### config.mk
export PLATFORM = sky130hd
export DESIGN_NAME = uart_enhanced_feature_control
export DESIGN_NICKNAME = d
export VERILOG_FILES = /design/src/uart_efc_pkg.sv /design/src/uart_enhanced_feature_control.sv
export VERILOG_INCLUDE_DIRS = /design/src /design/src/src
export SDC_FILE = /design/constraint.sdc
export NUM_CORES = 1
export LEC_CHECK = 0
export BUFFER_PORTS_ARGS = -buffer_cell sky130_fd_sc_hd__buf_2
export CAP_MARGIN = 20
export CELL_PAD_IN_SITES_DETAIL_PLACEMENT = 1
export CELL_PAD_IN_SITES_GLOBAL_PLACEMENT = 2
export CORE_ASPECT_RATIO = 1.75
export CORE_MARGIN = 10
export CORE_UTILIZATION = 29
export DETAILED_ROUTE_END_ITERATION = 8
export HOLD_SLACK_MARGIN = 0.08
export PLACE_DENSITY = 0.77
export SYNTH_ARGS = -nofsm -noshare
export SYNTH_HDL_FRONTEND = slang
export SYNTH_SLANG_ARGS = --single-unit
### constraint.sdc
create_clock -name core_clk_i -period 4.26 [get_ports core_clk_i]
set_input_delay 0.852 -clock core_clk_i [delete_from_list [all_inputs] [get_ports core_clk_i]]
set_output_delay 0.852 -clock core_clk_i [all_outputs]
set_load 0.005 [all_outputs]
### src/uart_efc_defines.svh
// Register map, field positions, reset values and timing constants for the enhanced feature control.
// Operation
// (RULE1) In auto direction mode, wait 0-15 bit times after last stop bit before dropping.
// (RULE2) Turnaround delay field is written only while enhanced write enable is set.
// (RULE3) Transmitter disable halts the transmit shifter; queued bytes stay until cleared.
// (RULE4) Software keeps transmitter disable at 0 when using send-immediate.
// (RULE5) Receiver disable finishes a character in progress, then receives nothing more.
// (RULE6) Re-enabling the receiver on an idle line receives the next character normally.
// (RULE7) Receive FIFO data can be read at any time, receiver disabled or not.
// (RULE8) Transmitter disabled: mode 0 sends only a pending xon/xoff, mode 1 keeps sending.
// (RULE9) Receiver disabled: mode 0 ignores everything, mode 1 still acts on xon/xoff.
// (RULE10) Eight-bit read/write scratch register, reset value 0xFF.
// (RULE11) Tables A-C: flow output drops one trigger level above, returns one below.
// (RULE12) Auto direction mode overrides auto hardware flow control on the output.
// (RULE13) Direction output falls after last stop bit, rises on byte load before start.
// (RULE14) Transmit interrupt on holding empty normally, on shifter empty in direction mode.
// (RULE15) With software flow control, an xon/xoff sent from empty FIFO leaves direction alone.
// (RULE16) Infrared receive polarity: 0 active high input, 1 inverted input.
// (RULE17) Hysteresis select acts only with table D; zero means next-trigger-level behaviour.
// (RULE18) Hysteresis codes map to 0,4,6,8,8,16,24,32,40,44,48,52,12,20,28,36 characters.
// (RULE19) Transmitter and receiver disable bits reset to zero.
// (RULE20) Flow-control select: 0 uses request-to-send, 1 uses data-terminal-ready.
// (RULE21) Turnaround counter counts bit periods and restarts when a new byte is loaded.
`ifndef UART_EFC_DEFINES_SVH
`define UART_EFC_DEFINES_SVH
`define ADDR_TURNAROUND   8'h00
`define ADDR_SCRATCH      8'h04
`define ADDR_FEATURE      8'h08
`define ADDR_CONTROL      8'h0C
`define ADDR_STATUS       8'h10
`define SCRATCH_RESET     8'hFF
`define FEATURE_RESET     8'h00
`define TURN_RESET        8'h00
`define CTRL_RESET        8'h00
`define TA_DELAY_MSB      7
`define TA_DELAY_LSB      4
`define TA_TX_DIS         3
`define TA_RX_DIS         2
`define TA_TX_MODE        1
`define TA_RX_MODE        0
`define FC_TABLE_MSB      7
`define FC_TABLE_LSB      6
`define FC_RS485          5
`define FC_IR_INV         4
`define CT_ENH_WE         0
`define CT_AUTO_FLOW      1
`define CT_FLOW_SEL       2
`define CT_SW_FLOW        3
`define BIT_TICKS_DEF     16'h00AD
`define RESP_OKAY         2'h0
`define RESP_SLVERR       2'h2
`endif

### src/uart_efc_pkg.sv
// Types shared by the enhanced feature control block.
package uart_efc_pkg;
	typedef enum logic [1:0] {
		TXS_IDLE = 2'b00,
		TXS_SEND = 2'b01,
		TXS_TURN = 2'b10
	} tx_state_t;
	typedef enum logic [1:0] {
		TBL_A = 2'b00,
		TBL_B = 2'b01,
		TBL_C = 2'b10,
		TBL_D = 2'b11
	} table_t;
endpackage

### src/uart_enhanced_feature_control.sv
// Enhanced feature control: turnaround/disable, scratch and feature registers with direction logic.
`timescale 1ns/10ps
`include "uart_efc_defines.svh"
module uart_enhanced_feature_control (
	// Clock, reset and enable.
	input  wire logic        core_clk_i,
	input  wire logic        srst_i,
	input  wire logic        ce_i,
	// AXI4-Lite write address, data and response.
	input  wire logic [7:0]  s_axi_awaddr,
	input  wire logic        s_axi_awvalid,
	output logic             s_axi_awready,
	input  wire logic [31:0] s_axi_wdata,
	input  wire logic [3:0]  s_axi_wstrb,
	input  wire logic        s_axi_wvalid,
	output logic             s_axi_wready,
	output logic [1:0]       s_axi_bresp,
	output logic             s_axi_bvalid,
	input  wire logic        s_axi_bready,
	// AXI4-Lite read.
	input  wire logic [7:0]  s_axi_araddr,
	input  wire logic        s_axi_arvalid,
	output logic             s_axi_arready,
	output logic [31:0]      s_axi_rdata,
	output logic [1:0]       s_axi_rresp,
	output logic             s_axi_rvalid,
	input  wire logic        s_axi_rready,
	// Transmit side status from the core.
	input  wire logic        bit_tick_i,
	input  wire logic        tx_fifo_has_data_i,
	input  wire logic        tx_char_done_i,
	input  wire logic        tx_shifter_empty_i,
	input  wire logic        thr_empty_i,
	input  wire logic        xchar_pending_i,
	// Receive side status from the core.
	input  wire logic        rx_busy_i,
	input  wire logic        rx_ir_i,
	input  wire logic        rx_is_flow_char_i,
	input  wire logic [8:0]  rx_level_i,
	input  wire logic [8:0]  rx_trigger_i,
	input  wire logic [8:0]  next_upper_i,
	input  wire logic [8:0]  next_lower_i,
	// Control outputs to the core and pins.
	output logic             tx_shift_en_o,
	output logic             tx_xchar_en_o,
	output logic             rx_shift_en_o,
	output logic             rx_data_accept_o,
	output logic             rx_flow_accept_o,
	output logic             rx_ir_o,
	output logic             tx_irq_o,
	output logic             rts_n_o,
	output logic             dtr_n_o
);
	logic [7:0]              turn_reg;
	logic [7:0]              scratch_reg;
	logic [7:0]              feature_reg;
	logic [7:0]              ctrl_reg;
	uart_efc_pkg::tx_state_t tx_state_reg;
	logic [3:0]              bit_cnt_reg;
	logic                    dir_reg;
	logic                    flow_hold_reg;
	logic                    rx_run_reg;
	logic                    xchar_allow_reg;
	logic                    aw_got_reg;
	logic                    w_got_reg;
	logic [7:0]              aw_addr_reg;
	logic [31:0]             w_data_reg;
	logic                    wr_fire;
	logic                    rd_fire;
	logic                    wr_map;
	logic                    rs485;
	logic                    table_d;
	logic [8:0]              hyst;
	logic [8:0]              hi_mark;
	logic [8:0]              lo_mark;
	logic                    flow_out;

	// Hysteresis in characters for each select code.
	function automatic logic [8:0] hyst_chars(input logic [3:0] code);
		unique case (code)
			4'h0: hyst_chars = 9'h000;
			4'h1: hyst_chars = 9'h004;
			4'h2: hyst_chars = 9'h006;
			4'h3: hyst_chars = 9'h008;
			4'h4: hyst_chars = 9'h008;
			4'h5: hyst_chars = 9'h010;
			4'h6: hyst_chars = 9'h018;
			4'h7: hyst_chars = 9'h020;
			4'h8: hyst_chars = 9'h028;
			4'h9: hyst_chars = 9'h02C;
			4'hA: hyst_chars = 9'h030;
			4'hB: hyst_chars = 9'h034;
			4'hC: hyst_chars = 9'h00C;
			4'hD: hyst_chars = 9'h014;
			4'hE: hyst_chars = 9'h01C;
			4'hF: hyst_chars = 9'h024;
		endcase
	endfunction

	assign rs485   = feature_reg[`FC_RS485];
	assign table_d = feature_reg[`FC_TABLE_MSB:`FC_TABLE_LSB] == uart_efc_pkg::TBL_D; // RULE17
	assign hyst    = hyst_chars(feature_reg[3:0]); // RULE18
	// Table D with code zero falls back to the next trigger levels.
	assign hi_mark = (table_d && hyst != 9'h000) ? rx_trigger_i + hyst : next_upper_i; // RULE11 RULE17
	assign lo_mark = (table_d && hyst != 9'h000) ?
		((rx_trigger_i > hyst) ? rx_trigger_i - hyst : 9'h000) : next_lower_i; // RULE11
	assign wr_fire = aw_got_reg && w_got_reg && !s_axi_bvalid;
	assign rd_fire = s_axi_arvalid && s_axi_arready;
	assign wr_map  = aw_addr_reg == `ADDR_TURNAROUND || aw_addr_reg == `ADDR_SCRATCH ||
		aw_addr_reg == `ADDR_FEATURE || aw_addr_reg == `ADDR_CONTROL;

	// Write channel capture; address and data may arrive in either order.
	always_ff @(posedge core_clk_i) begin
		if (srst_i) begin
			aw_got_reg    <= 1'b0;
			w_got_reg     <= 1'b0;
			aw_addr_reg   <= 8'h00;
			w_data_reg    <= 32'h0000_0000;
			s_axi_awready <= 1'b0;
			s_axi_wready  <= 1'b0;
			s_axi_bvalid  <= 1'b0;
			s_axi_bresp   <= `RESP_OKAY;
		end else if (ce_i) begin
			s_axi_awready <= !aw_got_reg && !s_axi_awready && s_axi_awvalid;
			s_axi_wready  <= !w_got_reg && !s_axi_wready && s_axi_wvalid;
			if (s_axi_awvalid && s_axi_awready) begin
				aw_got_reg  <= 1'b1;
				aw_addr_reg <= s_axi_awaddr;
			end
			if (s_axi_wvalid && s_axi_wready) begin
				w_got_reg  <= 1'b1;
				w_data_reg <= s_axi_wdata & {{24{1'b0}}, {8{s_axi_wstrb[0]}}};
			end
			if (wr_fire) begin
				aw_got_reg   <= 1'b0;
				w_got_reg    <= 1'b0;
				s_axi_bvalid <= 1'b1;
				s_axi_bresp  <= wr_map ? `RESP_OKAY : `RESP_SLVERR;
			end else if (s_axi_bvalid && s_axi_bready) begin
				s_axi_bvalid <= 1'b0;
			end
		end
	end

	// Register writes; a write with byte lane 0 disabled stores zero, so lane 0 is required.
	always_ff @(posedge core_clk_i) begin
		if (srst_i) begin
			turn_reg    <= `TURN_RESET; // RULE19
			scratch_reg <= `SCRATCH_RESET; // RULE10
			feature_reg <= `FEATURE_RESET; // RULE17
			ctrl_reg    <= `CTRL_RESET;
		end else if (ce_i && wr_fire) begin
			unique case (aw_addr_reg)
				`ADDR_TURNAROUND: begin
					if (ctrl_reg[`CT_ENH_WE]) begin
						turn_reg <= w_data_reg[7:0]; // RULE2
					end else begin
						turn_reg[3:0] <= w_data_reg[3:0]; // RULE2
					end
				end
				`ADDR_SCRATCH: scratch_reg <= w_data_reg[7:0]; // RULE10
				`ADDR_FEATURE: feature_reg <= w_data_reg[7:0];
				`ADDR_CONTROL: ctrl_reg <= {4'h0, w_data_reg[3:0]};
				default: ;
			endcase
		end
	end

	// Read channel; the turnaround register is write-only and reads as zero.
	always_ff @(posedge core_clk_i) begin
		if (srst_i) begin
			s_axi_arready <= 1'b0;
			s_axi_rvalid  <= 1'b0;
			s_axi_rdata   <= 32'h0000_0000;
			s_axi_rresp   <= `RESP_OKAY;
		end else if (ce_i) begin
			s_axi_arready <= !s_axi_arready && !s_axi_rvalid && s_axi_arvalid;
			if (rd_fire) begin
				s_axi_rvalid <= 1'b1;
				s_axi_rresp  <= `RESP_OKAY;
				unique case (s_axi_araddr)
					`ADDR_TURNAROUND: s_axi_rdata <= 32'h0000_0000;
					`ADDR_SCRATCH:    s_axi_rdata <= {24'h00_0000, scratch_reg};
					`ADDR_FEATURE:    s_axi_rdata <= {24'h00_0000, feature_reg};
					`ADDR_CONTROL:    s_axi_rdata <= {24'h00_0000, ctrl_reg};
					`ADDR_STATUS:     s_axi_rdata <= {26'h0, tx_state_reg, bit_cnt_reg};
					default: begin
						s_axi_rdata <= 32'h0000_0000;
						s_axi_rresp <= `RESP_SLVERR;
					end
				endcase
			end else if (s_axi_rvalid && s_axi_rready) begin
				s_axi_rvalid <= 1'b0;
			end
		end
	end

	// Direction sequencer: high on byte load, low after stop bit plus turnaround delay.
	always_ff @(posedge core_clk_i) begin
		if (srst_i) begin
			tx_state_reg <= uart_efc_pkg::TXS_IDLE;
			bit_cnt_reg  <= 4'h0;
			dir_reg      <= 1'b0;
		end else if (ce_i) begin
			unique case (tx_state_reg)
				uart_efc_pkg::TXS_IDLE: begin
					// A flow character sent from an empty FIFO does not turn the bus.
					if (tx_fifo_has_data_i && !turn_reg[`TA_TX_DIS]) begin // RULE15
						dir_reg      <= 1'b1; // RULE13
						tx_state_reg <= uart_efc_pkg::TXS_SEND;
					end
				end
				uart_efc_pkg::TXS_SEND: begin
					if (tx_char_done_i && tx_shifter_empty_i && !tx_fifo_has_data_i) begin
						bit_cnt_reg <= turn_reg[`TA_DELAY_MSB:`TA_DELAY_LSB]; // RULE1
						if (turn_reg[`TA_DELAY_MSB:`TA_DELAY_LSB] == 4'h0) begin
							dir_reg      <= 1'b0; // RULE13
							tx_state_reg <= uart_efc_pkg::TXS_IDLE;
						end else begin
							tx_state_reg <= uart_efc_pkg::TXS_TURN;
						end
					end
				end
				uart_efc_pkg::TXS_TURN: begin
					if (tx_fifo_has_data_i) begin
						tx_state_reg <= uart_efc_pkg::TXS_SEND; // RULE21
					end else if (bit_tick_i) begin
						bit_cnt_reg <= bit_cnt_reg - 4'h1; // RULE21
						if (bit_cnt_reg == 4'h1) begin
							dir_reg      <= 1'b0; // RULE1
							tx_state_reg <= uart_efc_pkg::TXS_IDLE;
						end
					end
				end
				default: tx_state_reg <= uart_efc_pkg::TXS_IDLE;
			endcase
		end
	end

	// Receiver gate: a character already started completes before the halt takes hold.
	always_ff @(posedge core_clk_i) begin
		if (srst_i) begin
			rx_run_reg <= 1'b1;
		end else if (ce_i) begin
			if (turn_reg[`TA_RX_DIS] && !rx_busy_i) begin
				rx_run_reg <= 1'b0; // RULE5
			end else if (!turn_reg[`TA_RX_DIS] && !rx_busy_i) begin
				rx_run_reg <= 1'b1; // RULE6
			end
		end
	end

	// Flow character permission kept after a mode 0 transmitter disable until no flow character is pending.
	always_ff @(posedge core_clk_i) begin
		if (srst_i) begin
			xchar_allow_reg <= 1'b1;
		end else if (ce_i) begin
			if (!turn_reg[`TA_TX_DIS] || turn_reg[`TA_TX_MODE]) begin
				xchar_allow_reg <= 1'b1; // RULE8
			end else if (!xchar_pending_i) begin
				xchar_allow_reg <= 1'b0; // RULE8
			end
		end
	end

	// Auto flow control hold with hysteresis between the two marks.
	always_ff @(posedge core_clk_i) begin
		if (srst_i) begin
			flow_hold_reg <= 1'b0;
		end else if (ce_i) begin
			if (rx_level_i >= hi_mark) begin
				flow_hold_reg <= 1'b1; // RULE11
			end else if (rx_level_i < lo_mark) begin
				flow_hold_reg <= 1'b0; // RULE11
			end
		end
	end

	// In direction mode the selected pin is high while transmitting, which enables the driver.
	assign flow_out = rs485 ? dir_reg : // RULE12
		(ctrl_reg[`CT_AUTO_FLOW] ? flow_hold_reg : 1'b0);

	// Registered outputs.
	always_ff @(posedge core_clk_i) begin
		if (srst_i) begin
			tx_shift_en_o    <= 1'b1;
			tx_xchar_en_o    <= 1'b1;
			rx_shift_en_o    <= 1'b1;
			rx_data_accept_o <= 1'b1;
			rx_flow_accept_o <= 1'b1;
			rx_ir_o          <= 1'b0;
			tx_irq_o         <= 1'b0;
			rts_n_o          <= 1'b1;
			dtr_n_o          <= 1'b1;
		end else if (ce_i) begin
			tx_shift_en_o    <= !turn_reg[`TA_TX_DIS]; // RULE3
			tx_xchar_en_o    <= xchar_allow_reg; // RULE8
			rx_shift_en_o    <= rx_run_reg || turn_reg[`TA_RX_MODE]; // RULE9
			rx_data_accept_o <= rx_run_reg; // RULE7 RULE9
			rx_flow_accept_o <= rx_run_reg || (turn_reg[`TA_RX_MODE] && rx_is_flow_char_i); // RULE9
			rx_ir_o          <= rx_ir_i ^ feature_reg[`FC_IR_INV]; // RULE16
			tx_irq_o         <= rs485 ? tx_shifter_empty_i : thr_empty_i; // RULE14
			rts_n_o          <= ctrl_reg[`CT_FLOW_SEL] ? 1'b1 : flow_out; // RULE20
			dtr_n_o          <= ctrl_reg[`CT_FLOW_SEL] ? flow_out : 1'b1; // RULE20
		end
	end

	tx_disable_halts_a: assert property (@(posedge core_clk_i) disable iff (srst_i) // RULE3
		ce_i && turn_reg[`TA_TX_DIS] |=> !tx_shift_en_o)
		else $error("Transmit shifter not halted while disabled.");
	scratch_reset_val_a: assert property (@(posedge core_clk_i) // RULE10
		srst_i |=> scratch_reg == `SCRATCH_RESET)
		else $error("Scratch register did not reset to FF.");
	ir_polarity_a: assert property (@(posedge core_clk_i) disable iff (srst_i) // RULE16
		ce_i |=> rx_ir_o == ($past(rx_ir_i) ^ $past(feature_reg[`FC_IR_INV])))
		else $error("Infrared polarity wrong.");
	tx_irq_source_a: assert property (@(posedge core_clk_i) disable iff (srst_i) // RULE14
		ce_i && rs485 |=> tx_irq_o == $past(tx_shifter_empty_i))
		else $error("Transmit interrupt source wrong in direction mode.");
	turn_guard_a: assert property (@(posedge core_clk_i) disable iff (srst_i) // RULE2
		ce_i && wr_fire && aw_addr_reg == `ADDR_TURNAROUND && !ctrl_reg[`CT_ENH_WE]
		|=> $stable(turn_reg[7:4]))
		else $error("Delay field changed without write enable.");
	dir_rise_a: assert property (@(posedge core_clk_i) disable iff (srst_i) // RULE13
		ce_i && tx_state_reg == uart_efc_pkg::TXS_IDLE && tx_fifo_has_data_i &&
		!turn_reg[`TA_TX_DIS] |=> dir_reg)
		else $error("Direction not raised on byte load.");
	turn_hold_a: assert property (@(posedge core_clk_i) disable iff (srst_i) // RULE1
		tx_state_reg == uart_efc_pkg::TXS_TURN |-> dir_reg)
		else $error("Direction dropped before turnaround expired.");
	rs485_override_a: assert property (@(posedge core_clk_i) disable iff (srst_i) // RULE12
		ce_i && rs485 && !ctrl_reg[`CT_FLOW_SEL] |=> rts_n_o == $past(dir_reg))
		else $error("Flow control overrode direction.");
	rx_halt_a: assert property (@(posedge core_clk_i) disable iff (srst_i) // RULE5
		ce_i && turn_reg[`TA_RX_DIS] && !rx_busy_i |=> !rx_run_reg)
		else $error("Receiver not halted when idle and disabled.");
	hyst_table_a: assert property (@(posedge core_clk_i) disable iff (srst_i) // RULE18
		feature_reg[3:0] == 4'h8 |-> hyst == 9'h028)
		else $error("Hysteresis code 8 not 40.");
endmodule

==> impl_metrics.ini <==
[run_status]
outcome = complete, no violations

[grt]
grt_pass1_vias = 5172
grt_antenna_before_repair = 1
grt_use_total_pct = 14.2
overflow = 0
maximum_number_of_pins_on_one_net_before_global_route_repair = 50
first_pass_grt_wire_length_mm = 26.7

[setup_path]
timing.critical_path.arrival_ns = 3.84
critical_path.reg2reg.endpoint = flow_hold_reg
timing.critical_path.from_type = primary input
critPathCaptureType = flip-flop
startpoint = rx_trigger_i[1]
worstPathMaxFanout = 6
ff2ff_setup_slack_ns = 0.96
top_cell_family_by_delay_on_the_critical_path = compound AO/OA/AOI/OAI gates
worst_ep_required_time_ns = 4.49
critical-path-max-stage-delay_ns = 0.40
critical_path_class = primary input to flip-flop
critical-path-slowest-cell = sky130_fd_sc_hd__fa_1
critical_path.endpoint = flow_hold_reg
crit-reg2reg-launch = hyst[2]
worst_case_reg_to_reg_path_depth = 10
cp.buffers_inverters = 3
worstPathCellList = buf_2, inv_1, ha_1, fa_1, nand2b_1, a21oi_1, o32ai_1, a21oi_1, buf_4, a32oi_1, ha_1, nand2_1, nor3_1, nand4_1, o311ai_0
path_depth = 15

[layout]
register_area_um2 = 1700
area_delta_synth_final_pct = 17.4
finalNetCount = 850
multiInputGateArea_um2 = 2970
final_layout_size_suffix_gt1_share_pct = 18.1
final_design_area_no_fill_um2 = 5880
n_fill_cell = 2104
num_antenna_cells = 0

[floorplanning]
num_io_pins = 155
core-area_um2 = 16900
dieHeight_um = 194
floorplan.initialDensity_pct = 29.6
die_area_um2 = 23100
rows = 63
die_width_um = 119

[clock_tree]
inserted_clock_buffers = 9
worst_path_clk_slew_ns = 0.07
cts_hold_repair.buffers = 0
clock_sink_count = 85
post-cts-setup-buffer-count = 0
h-tree-depth = 3
cts_root_buf = sky130_fd_sc_hd__clkbuf_16
cts_tree = done
clk_path_buf_depth = 2
clock_latency_late_sink_ns = 0.35
cts_resized = 0

[timing]
hold-worst-slack_ns = 0.460
min_period_over_period_pct = 84.7
rsz_0062_raised_after_global_routing = false
min_period_ns = 3.61
timing.final.hold_violations = 0
worst_slew_margin_rel_pct = 39.5
fin_setup_tns_ns = 0
fmaxAchievable_mhz = 277
endpoints_failing_setup = 0
report.final.slew_viol_count = 0
worst_slew_pin_slew_ns = 0.908
final_critical_path_setup_slack_ns = 0.652
clock-skew-final_ns = 0.0135

[yosys]
yosys-top-cells-area = sky130_fd_sc_hd__dfxtp_1, sky130_fd_sc_hd__ha_1, sky130_fd_sc_hd__a21oi_1
cell_types_with_the_highest_counts_after_synthesis = sky130_fd_sc_hd__dfxtp_1, sky130_fd_sc_hd__nand2_1, sky130_fd_sc_hd__a21oi_1
yosys.area.top_type_share_pct = 34.0
synth_seq_area_share_pct = 34.0
netlist_area_before_placement_um2 = 5010
most_common_cell_in_the_synthesized_netlist = sky130_fd_sc_hd__dfxtp_1
synth.ff_latch_count = 85
syn_inst = 624
synth_flop_cell = sky130_fd_sc_hd__dfxtp_1
syn_avg_cell_area_um2 = 8.03
yosysWarnings = 0
netlist-cell-type-count = 57
postSynth.asyncResetShare_pct = 0
yosysTopAreaCell = sky130_fd_sc_hd__dfxtp_1
edff_count_synth = 0

[route]
routed_wire_length_per_instance_um = 18.1
drt-pass1-iter-count = 6
first_iter_violations = 137
drc = 0
post_detailed_route_via_to_cell_ratio = 5.09
postRouteAntennaNets = 0
detail_route.wirelength_mm = 17.1
detailroute.via_count = 4788

[hold_path]
hold_path.class = flip-flop to flip-flop
holdPathStages = 2

[place]
port_buffers = 101
detailed_place.area_um2 = 5610
place_worst_setup_slack_ns = 0.348
gp_routability_congestion = 0.887
place.detailed.hpwl_mm = 13.9

[power]
cellLeakagePower_uw = 0.00241
pwr_density_cell_nw_per_um2 = 298
peak_ir_drop_on_the_vdd_network_mv = 0.195

[run]
drv.max_cap_violation_count = 0
[final cells by class]
| type | count | share of cell area (%) |
|---|---|---|
| Timing Repair Buffer | 107 | 9.36 |
| Clock buffer | 10 | 3.89 |
| Sequential cell | 85 | 28.9 |
| Multi-Input combinational cell | 479 | 50.5 |
| Inverter | 27 | 1.72 |
| Tap cell | 227 | 4.83 |
| Clock inverter | 6 | 0.744 |
[placed cells by master (no fill, tap or decap), drive strengths merged, types with 22 or more instances in the layout]
cell	instances
a21oi	63
buf	107
conb	26
dfxtp	85
ha	34
inv	30
mux2i	28
nand2	76
nand3	22
nor2	59
o21ai	23
[logic make-up after synthesis]
family	share of synthesized area, %
compound gates	19.8
xor+xnor	1.22
fa+ha+maj	9.29
buf+inv	8.57
flops	34.0
mux	5.59
other cells	0.0749
simple gates	21.5
[power by group]
part	internal [uW]	total [uW]	switching [uW]
logic	81.5	203	122
registers	806	817	11.2
clock network	400	734	334
[per-stage QoR]
step / total power [uW] / instances / utilization, %
detailed placement: 1040 / 925 / 33.1
global placement: 1030 / 925 / 33.1
CTS: 1780 / 941 / 34.7
global route: 1830 / 941 / 34.7
finish: 1750 / 941 / 34.7
floorplan: 965 / 649 / -
[worst min-delay path, cell delays in order (launching register included)]
cell and delay, ns:
sky130_fd_sc_hd__dfxtp_1 0.31, sky130_fd_sc_hd__nand2_1 0.05, sky130_fd_sc_hd__a21oi_1 0.05
[layer usage]
layer | vias up | track usage (%) | wire (um)
li1 | 2333 | - | -
met1 | 2314 | 13.1 | 6120
met2 | 108 | 28.6 | 9810
met3 | 31 | 2.42 | 595
met4 | 2 | 6.71 | 532
met5 | - | 0 | 13
[worst min-delay path by stage]
stage                        start        endpoint  slack, ns
finish              aw_addr_reg[5]  aw_addr_reg[5]       0.46
global route        aw_addr_reg[4]  aw_addr_reg[4]       0.47
CTS                 aw_addr_reg[5]  aw_addr_reg[5]       0.46
detailed placement  aw_addr_reg[5]  aw_addr_reg[5]       0.45
global placement    aw_addr_reg[6]  aw_addr_reg[6]       0.44
floorplan           aw_addr_reg[4]  aw_addr_reg[4]       0.44
No activity file was read; power rests on OpenSTA's default activity.
